**config.mk**
```make
export PLATFORM = sky130hd
export DESIGN_NAME = udpc_top
export DESIGN_NICKNAME = d
export VERILOG_FILES = /design/src/rtl/udpc_pkg.sv /design/src/rtl/udpc_edge.sv /design/src/rtl/udpc_top.sv
export VERILOG_INCLUDE_DIRS = /design/src /design/src/rtl
export SDC_FILE = /design/constraint.sdc
export NUM_CORES = 1
export LEC_CHECK = 0
export BUFFER_PORTS_ARGS = -buffer_cell sky130_fd_sc_hd__buf_4
export CAP_MARGIN = 20
export CORE_ASPECT_RATIO = 0.6
export CORE_MARGIN = 3
export CORE_UTILIZATION = 44
export DETAILED_ROUTE_END_ITERATION = 8
export GPL_TIMING_DRIVEN = 0
export PLACE_DENSITY = 0.62
export RECOVER_POWER = 100
export SKIP_CTS_REPAIR_TIMING = 1
export SLEW_MARGIN = 20
export SYNTH_ARGS = -nofsm -noshare
export SYNTH_HDL_FRONTEND = slang
export SYNTH_SLANG_ARGS = --single-unit
```
**constraint.sdc**
```tcl
create_clock -name pclk -period 5.3 [get_ports pclk]
set_input_delay 1.06 -clock pclk [delete_from_list [all_inputs] [get_ports pclk]]
set_output_delay 1.06 -clock pclk [all_outputs]
set_load 0.03 [all_outputs]
```
**src/rtl/udpc_defs.svh**
```systemverilog
// Register offsets, field positions, reset values and timing counts of the pulse counter
`ifndef UDPC_DEFS_SVH
`define UDPC_DEFS_SVH

// Register byte offsets
`define UDPC_CTRL_OFS 12'h000
`define UDPC_PRESET_OFS 12'h004
`define UDPC_COUNT_OFS 12'h008
`define UDPC_COMP_A_OFS 12'h00c
`define UDPC_COMP_B_OFS 12'h010
`define UDPC_EVCFG_OFS 12'h014
`define UDPC_STATUS_OFS 12'h018
`define UDPC_MASK_OFS 12'h01c
`define UDPC_PINS_OFS 12'h020

// Control fields
`define UDPC_CTRL_EN_BIT 0
`define UDPC_CTRL_LOAD_BIT 1
`define UDPC_CTRL_INC_LO 4
`define UDPC_CTRL_DEC_LO 6

// Event configuration: bit n set makes event n load the preset
`define UDPC_EV_A_UP 0
`define UDPC_EV_A_DN 1
`define UDPC_EV_B_UP 2
`define UDPC_EV_B_DN 3
`define UDPC_EV_LOAD 4
`define UDPC_EV_NUM 5

// Reset values
`define UDPC_CTRL_RST 32'h0000_0000
`define UDPC_PRESET_RST 32'h0000_0000
`define UDPC_COMP_RST 32'h0000_0000

// Timing
`define UDPC_CLK_HZ 25000000
`define UDPC_MAX_PULSE_HZ 10000
`define UDPC_MIN_PULSE_CYC (`UDPC_CLK_HZ / `UDPC_MAX_PULSE_HZ)

`endif

```
**src/rtl/udpc_pkg.sv**
```systemverilog
// Types shared by the pulse counter files
`default_nettype none
package udpc_pkg;
	// Edge selection for one pulse input
	typedef enum logic [1:0] {
		UDPC_EDGE_OFF = 2'h0,
		UDPC_EDGE_RISE = 2'h1,
		UDPC_EDGE_FALL = 2'h2
	} udpc_edge_e;

	// Pins of the pulse side
	typedef struct packed {
		logic increment_pulse_input;
		logic decrement_pulse_input;
		logic direction_input;
		logic hardware_gate_input;
	} udpc_pins_s;
endpackage : udpc_pkg
`default_nettype wire

```
**src/rtl/udpc_edge.sv**
```systemverilog
// Synchroniser and selectable edge detector for one pulse pin
`default_nettype none
module udpc_edge (
	// Clock and reset
	input wire logic pclk,
	input wire logic presetn,
	// Pin and selection
	input wire logic pin,
	input wire logic [1:0] sel,
	// Result
	output logic level,
	output logic pulse
);
	import udpc_pkg::*;

	logic meta_q;
	logic sync_q;
	logic prev_q;

	always_ff @(posedge pclk or negedge presetn) begin
		if (!presetn) begin
			meta_q <= 1'b0;
			sync_q <= 1'b0;
			prev_q <= 1'b0;
		end else begin
			meta_q <= pin;
			sync_q <= meta_q;
			prev_q <= sync_q;
		end
	end

	assign level = sync_q;

	always_comb begin
		unique case (udpc_edge_e'(sel))
			UDPC_EDGE_RISE: pulse = sync_q & ~prev_q;
			UDPC_EDGE_FALL: pulse = ~sync_q & prev_q;
			default: pulse = 1'b0;
		endcase
	end
endmodule : udpc_edge
`default_nettype wire

```
**src/rtl/udpc_top.sv**
```systemverilog
// Up/down pulse counter with APB registers, preset load and compare events
`include "udpc_defs.svh"
`default_nettype none

module udpc_top #(
	parameter int CNT_W = 32
) (
	// APB
	input wire logic pclk,
	input wire logic presetn,
	input wire logic psel,
	input wire logic penable,
	input wire logic pwrite,
	input wire logic [11:0] paddr,
	input wire logic [31:0] pwdata,
	output logic [31:0] prdata,
	output logic pready,
	output logic pslverr,
	// Pulse side pins
	input wire udpc_pkg::udpc_pins_s pins,
	// Interrupt
	output logic irq
);
	import udpc_pkg::*;

	logic [31:0] ctrl_q;
	logic [CNT_W-1:0] preset_q;
	logic [CNT_W-1:0] count_q;
	logic [CNT_W-1:0] count_d;
	logic [CNT_W-1:0] comp_a_q;
	logic [CNT_W-1:0] comp_b_q;
	logic [`UDPC_EV_NUM-1:0] evcfg_q;
	logic [`UDPC_EV_NUM-1:0] status_q;
	logic [`UDPC_EV_NUM-1:0] mask_q;
	logic load_prev_q;
	logic [31:0] prdata_q;
	logic pready_q;
	logic pslverr_q;
	logic irq_q;

	////////////////////////////////////////////////////////////////////////
	// Pin synchronisers and edge selection

	logic inc_pulse;
	logic dec_pulse;
	logic dir_lvl;
	logic gate_lvl;
	logic inc_lvl;
	logic dec_lvl;

	// Sampling at 25 MHz leaves thousands of cycles per 10 kHz pulse
	udpc_edge u_inc (
		.pclk(pclk),
		.presetn(presetn),
		.pin(pins.increment_pulse_input),
		.sel(ctrl_q[`UDPC_CTRL_INC_LO +: 2]),
		.level(inc_lvl),
		.pulse(inc_pulse)
	);
	udpc_edge u_dec (
		.pclk(pclk),
		.presetn(presetn),
		.pin(pins.decrement_pulse_input),
		.sel(ctrl_q[`UDPC_CTRL_DEC_LO +: 2]),
		.level(dec_lvl),
		.pulse(dec_pulse)
	);
	udpc_edge u_dir (
		.pclk(pclk),
		.presetn(presetn),
		.pin(pins.direction_input),
		.sel(2'h0),
		.level(dir_lvl),
		.pulse()
	);
	udpc_edge u_gate (
		.pclk(pclk),
		.presetn(presetn),
		.pin(pins.hardware_gate_input),
		.sel(2'h0),
		.level(gate_lvl),
		.pulse()
	);

	////////////////////////////////////////////////////////////////////////
	// Counting

	logic run;
	logic step_up;
	logic step_dn;
	logic load_edge;
	logic [`UDPC_EV_NUM-1:0] ev;

	assign run = gate_lvl & ctrl_q[`UDPC_CTRL_EN_BIT];

	always_comb begin
		step_up = 1'b0;
		step_dn = 1'b0;
		if (run && (inc_pulse != dec_pulse)) begin
			if (dir_lvl) begin
				step_up = inc_pulse;
				step_dn = dec_pulse;
			end else begin
				step_up = dec_pulse;
				step_dn = inc_pulse;
			end
		end
	end

	assign load_edge = ctrl_q[`UDPC_CTRL_LOAD_BIT] & ~load_prev_q;

	// Compare events seen on the step about to be taken
	always_comb begin
		ev = '0;
		ev[`UDPC_EV_A_UP] = step_up && (count_q == comp_a_q - CNT_W'(1));
		ev[`UDPC_EV_A_DN] = step_dn && (count_q == comp_a_q);
		ev[`UDPC_EV_B_UP] = step_up && (count_q == comp_b_q - CNT_W'(1));
		ev[`UDPC_EV_B_DN] = step_dn && (count_q == comp_b_q);
		ev[`UDPC_EV_LOAD] = load_edge;
	end

	always_comb begin
		count_d = count_q;
		if (step_up)
			count_d = count_q + CNT_W'(1);
		else if (step_dn)
			count_d = count_q - CNT_W'(1);
		// Event load overrides the step that caused it
		if (|(ev & evcfg_q))
			count_d = preset_q;
		if (load_edge)
			count_d = preset_q;
	end

	always_ff @(posedge pclk or negedge presetn) begin
		if (!presetn)
			count_q <= '0;
		else
			count_q <= count_d;
	end

	always_ff @(posedge pclk or negedge presetn) begin
		if (!presetn)
			load_prev_q <= 1'b0;
		else
			load_prev_q <= ctrl_q[`UDPC_CTRL_LOAD_BIT];
	end

	////////////////////////////////////////////////////////////////////////
	// APB slave, zero wait states

	logic setup;
	logic wr;
	logic rd;
	logic hit_ctrl;
	logic hit_preset;
	logic hit_count;
	logic hit_comp_a;
	logic hit_comp_b;
	logic hit_evcfg;
	logic hit_status;
	logic hit_mask;
	logic hit_pins;
	logic hit_any;
	logic [31:0] rdata_d;

	assign setup = psel & ~penable;
	assign wr = psel & penable & pwrite;
	assign rd = setup & ~pwrite;

	// Full 12-bit compare: misaligned and aliased addresses answer with an error
	assign hit_ctrl = (paddr == `UDPC_CTRL_OFS);
	assign hit_preset = (paddr == `UDPC_PRESET_OFS);
	assign hit_count = (paddr == `UDPC_COUNT_OFS);
	assign hit_comp_a = (paddr == `UDPC_COMP_A_OFS);
	assign hit_comp_b = (paddr == `UDPC_COMP_B_OFS);
	assign hit_evcfg = (paddr == `UDPC_EVCFG_OFS);
	assign hit_status = (paddr == `UDPC_STATUS_OFS);
	assign hit_mask = (paddr == `UDPC_MASK_OFS);
	assign hit_pins = (paddr == `UDPC_PINS_OFS);
	assign hit_any = hit_ctrl | hit_preset | hit_count | hit_comp_a | hit_comp_b | hit_evcfg | hit_status |
		hit_mask | hit_pins;

	// Only the enable, load strobe and edge-select bits are kept
	always_ff @(posedge pclk or negedge presetn) begin
		if (!presetn)
			ctrl_q <= `UDPC_CTRL_RST;
		else if (wr && hit_ctrl)
			ctrl_q <= pwdata & 32'h0000_00f3;
	end

	always_ff @(posedge pclk or negedge presetn) begin
		if (!presetn)
			preset_q <= CNT_W'(`UDPC_PRESET_RST);
		else if (wr && hit_preset)
			preset_q <= pwdata[CNT_W-1:0];
	end

	always_ff @(posedge pclk or negedge presetn) begin
		if (!presetn)
			comp_a_q <= CNT_W'(`UDPC_COMP_RST);
		else if (wr && hit_comp_a)
			comp_a_q <= pwdata[CNT_W-1:0];
	end

	always_ff @(posedge pclk or negedge presetn) begin
		if (!presetn)
			comp_b_q <= CNT_W'(`UDPC_COMP_RST);
		else if (wr && hit_comp_b)
			comp_b_q <= pwdata[CNT_W-1:0];
	end

	always_ff @(posedge pclk or negedge presetn) begin
		if (!presetn)
			evcfg_q <= '0;
		else if (wr && hit_evcfg)
			evcfg_q <= pwdata[`UDPC_EV_NUM-1:0];
	end

	always_ff @(posedge pclk or negedge presetn) begin
		if (!presetn)
			mask_q <= '0;
		else if (wr && hit_mask)
			mask_q <= pwdata[`UDPC_EV_NUM-1:0];
	end

	// Sticky events; a new event wins over a write-one-to-clear
	always_ff @(posedge pclk or negedge presetn) begin
		if (!presetn)
			status_q <= '0;
		else if (wr && hit_status)
			status_q <= (status_q & ~pwdata[`UDPC_EV_NUM-1:0]) | ev;
		else
			status_q <= status_q | ev;
	end

	// Registered, so the interrupt trails the status bit by one cycle
	always_ff @(posedge pclk or negedge presetn) begin
		if (!presetn)
			irq_q <= 1'b0;
		else
			irq_q <= |(status_q & mask_q);
	end

	// COUNT and PINS are read-only: writes to them are accepted and dropped
	always_comb begin
		rdata_d = 32'h0000_0000;
		unique case (paddr)
			`UDPC_CTRL_OFS: rdata_d = ctrl_q;
			`UDPC_PRESET_OFS: rdata_d = 32'(preset_q);
			`UDPC_COUNT_OFS: rdata_d = 32'(count_q);
			`UDPC_COMP_A_OFS: rdata_d = 32'(comp_a_q);
			`UDPC_COMP_B_OFS: rdata_d = 32'(comp_b_q);
			`UDPC_EVCFG_OFS: rdata_d = 32'(evcfg_q);
			`UDPC_STATUS_OFS: rdata_d = 32'(status_q);
			`UDPC_MASK_OFS: rdata_d = 32'(mask_q);
			`UDPC_PINS_OFS: rdata_d = {28'h000_0000, gate_lvl, dir_lvl, dec_lvl, inc_lvl};
			default: rdata_d = 32'h0000_0000;
		endcase
	end

	// Read data captured in the setup cycle; it stands only in the access cycle
	always_ff @(posedge pclk or negedge presetn) begin
		if (!presetn)
			prdata_q <= '0;
		else if (rd && hit_any)
			prdata_q <= rdata_d;
		else
			prdata_q <= '0;
	end

	// The error flag is rebuilt every cycle so it never outlives its access
	always_ff @(posedge pclk or negedge presetn) begin
		if (!presetn)
			pslverr_q <= 1'b0;
		else
			pslverr_q <= setup & ~hit_any;
	end

	// Every access is answered in its first access cycle
	always_ff @(posedge pclk or negedge presetn) begin
		if (!presetn)
			pready_q <= 1'b0;
		else
			pready_q <= setup;
	end

	assign prdata = prdata_q;
	assign pready = pready_q;
	assign pslverr = pslverr_q;
	assign irq = irq_q;
endmodule : udpc_top
`default_nettype wire

```
==> impl_metrics.toml <==
[critical_path]
start_kind = "flip-flop"
cpMostUsedCell = "a21oi_1"
timing.rr.start = "ctrl_q[4]"
worst_setup_path_end_kind = "flip-flop"
crit_type = "flip-flop to flip-flop"
critical_path.max_stage_delay_ps = 440
arrival_ps = 5350
required_ps = 5660
path_max_fanout = 31
critPathSlowestCell = "dfrtp_1"
path_buf_inv = 2
regToRegEndpoint = "count_q[31]"
r2r_cells = 17
critPathTopFamily = "compound AO/OA/AOI/OAI gates"
r2r_slack_ps = 310
crit_chain = "inv_1 > ha_1 > a21oi_1 > nand2b_1 > o22ai_4 > inv_4 > ha_1 > o21ai_0 > o21ai_0 > a21oi_1 > o31ai_2 > a21oi_1 > o31ai_2 > a2111oi_0 > nor3_1 > xnor2_1 > mux2_1"

[sta]
tightest_slew_ps = 2320
drv_slew = 186
min_period_over_period_pct = 94.2
hold_viol_final = 0
clock_skew_ps = 18.6
fin_crit_ps = 4990
relSlewSlack_pct = -54.4
max_freq_ghz = 0.200
finalSetupViolCount = 0

[yosys]
synthesis.area_um2 = 12200
ys_seq_elements = 195
syn_inst = 1274
netlist.top_cell.by_area = "dfrtp_1"
synthFlopType = "dfrtp_1"
synth_top_cell_area_share_pct = 39.9
avgSynthCellArea_um2 = 9.60
yosysSeqAreaShare_pct = 39.9
ys_types = 77
ys_warn_count = 0
synthTopCellsByArea = "dfrtp_1 (40%), mux2_2 (9.9%), xor2_1 (4.2%)"
synthArstFlopShare_pct = 100
synth_edf_count = 0
syn_nets = 1364

[worst_hold_path]
whs_path_depth = 0
hold_path.startpoint = "u_inc.meta_q"
worstHoldEndpoint = "u_inc.level"
hold_class = "flip-flop to flip-flop"

[finish]
diodes = 0
drive_gt1_share_pct = 15.9
synthToLayoutAreaGrowth_pct = 12.9
fill_cells = 2572
nNetsFinal = 1472
layout.cells.non_filler = 1754

[die]
die_y_um = 135
initial_core_util_pct = 45.5
ios = 88
die_area_um2 = 29900
core_um2 = 26900
rows = 46
die-width_um = 221

[detailed_routing]
drt_iter0_drc = 1414
wl_per_cell_um = 25.7
drt_wl_total_mm = 45.1
dr.pass1.iters = 8
ant_nets = 0
drc = 0
vias = 11200
routed_via_density = 6.36

[global_routing]
antenna_found_initial = 1
grt_overflow = 0
track_usage_pct = 30.3
grt_pass1_wl_mm = 67.4
grt_pass1_vias = 10600
grt_max_degree = 93

[outcome]
violations = "capacitance limit, slew limit"
outcome = "complete, but fails checks"

[clock_network]
cts_root_buf = "clkbuf_16"
cts_max_level = 4
cts_made_buffers = 17
cts_tree = "built"
clk_pin_slew_ps = 80
cts_buffer_depth = 2
clock_latency_ps = 480
cts.sinks = 195

[power]
p_per_area_nw_per_um2 = 212
total_power_mw = 2.93
power.leakage_nw = 6.20
max-vdd-ir-drop_v = 0.000186

[placed_design]
place.gp.congestion = 0.982
dp_hpwl_mm = 35.2
port_buffers = 87
dp_cells = 1723

[job]
drv_cap = 3
## metal layers
| metal | routed length, µm | vias up | global-route usage (%) |
|---|---|---|---|
| met5 | 11 | - | 0 |
| li1 | - | 4994 | - |
| met1 | 21100 | 5523 | 46.2 |
| met2 | 16800 | 585 | 38.4 |
| met4 | 673 | 2 | 7.40 |
| met3 | 6530 | 56 | 13.3 |
## report_power, final
group | internal, mW | switching, mW
Combinational | 0.0399 | 0.0711
Clock | 0.660 | 0.656
Sequential | 1.49 | 0.00589
## registers in the layout, summed over array words and instances, names as in the netlist, 5 cells and up
signal,cells
comp_b_q,32
ctrl_q,6
evcfg_q,5
status_q,5
count_q,32
mask_q,5
comp_a_q,32
prdata,32
preset_q,32
## cell usage after synthesis (all sizes together) (10+ instances only)
library cell,instances
nor3,35
dfrtp,195
nor2,67
nand4,22
nand2b,12
a21o,13
or3,16
inv,23
o21ai,66
nand2,102
mux2,110
a22oi,17
nand3,26
or4,15
ha,36
xor2,59
a222oi,31
nor2b,10
nor4,38
and3,10
clkbuf,69
a21oi,90
buf,13
xnor2,47
a31oi,12
## cells in the final DEF, fill, tap and decap left out, drive strengths merged, types with 13 or more instances in the layout
master,count
clkbuf,136
nor3,35
o21ai,66
dfrtp,195
or3,16
xnor2,47
a21oi,90
nand4,22
a21o,13
ha,36
nand3,26
mux2,110
a222oi,31
a22oi,17
nor2,67
inv,28
nor4,38
xor2,59
nand2,102
or4,15
buf,52
## layout make-up
cell class	instances	area, µm²	area share (%)
flip-flops and latches	195	4880	35.3
multi-input cells	974	6970	50.4
plain buffers	82	323	2.34
well taps	360	450	3.26
clock buffers	17	425	3.08
inverters	23	88.8	0.643
repair buffers	89	528	3.82
clock inverters	14	150	1.09
## how the worst max path moves through the flow
stage | startpoint | end | depth (start not counted)
2_1_floorplan | ctrl_q[4] | count_q[16] | 17
3_3_place_gp | ctrl_q[4] | count_q[31] | 17
3_5_place_dp | ctrl_q[4] | count_q[31] | 17
4_1_cts | ctrl_q[4] | count_q[31] | 17
5_1_grt | ctrl_q[4] | count_q[31] | 17
6_report | ctrl_q[4] | count_q[31] | 17
## per-stage QoR
stage | setup TNS (ps) | worst slack, ps | utilization, % | instance area (µm²) | hold slack, ps
floorplan | 0 | 877 | - | 12200 | 331
global placement | -3070 | -910 | 49.6 | 13300 | 334
detailed placement | -840 | -575 | 49.9 | 13400 | 336
CTS | -932 | -608 | 52.1 | 14000 | 353
global route | -34.3 | -34.3 | 51.4 | 13800 | 369
finish | 0 | 309 | 51.4 | 13800 | 351
## cells by family after synthesis
kind of cell               after synthesis  synth area share (%)
buffers and inverters                  105                  3.43
xor gates and xnor gates               106                  7.59
muxes                                  118                  10.8
AOI/OAI and AO/OA                      317                  17.5
adders and majority gates               37                  3.85
DFF                                    195                  39.9
and+or+nand+nor                        396                  17.0
## worst register-to-register path, delay by kind of cell, from the launching register on
kind	cells	cell delay [ps]
multiplexers	1	280
flip-flops	1	440
buffers and inverters	2	340
AND/OR/NAND/NOR	2	540
XOR/XNOR	1	110
AO/OA/AOI/OAI	9	2440
adder cells (fa/ha/maj)	2	730
Power figures use the tool's default switching activity.
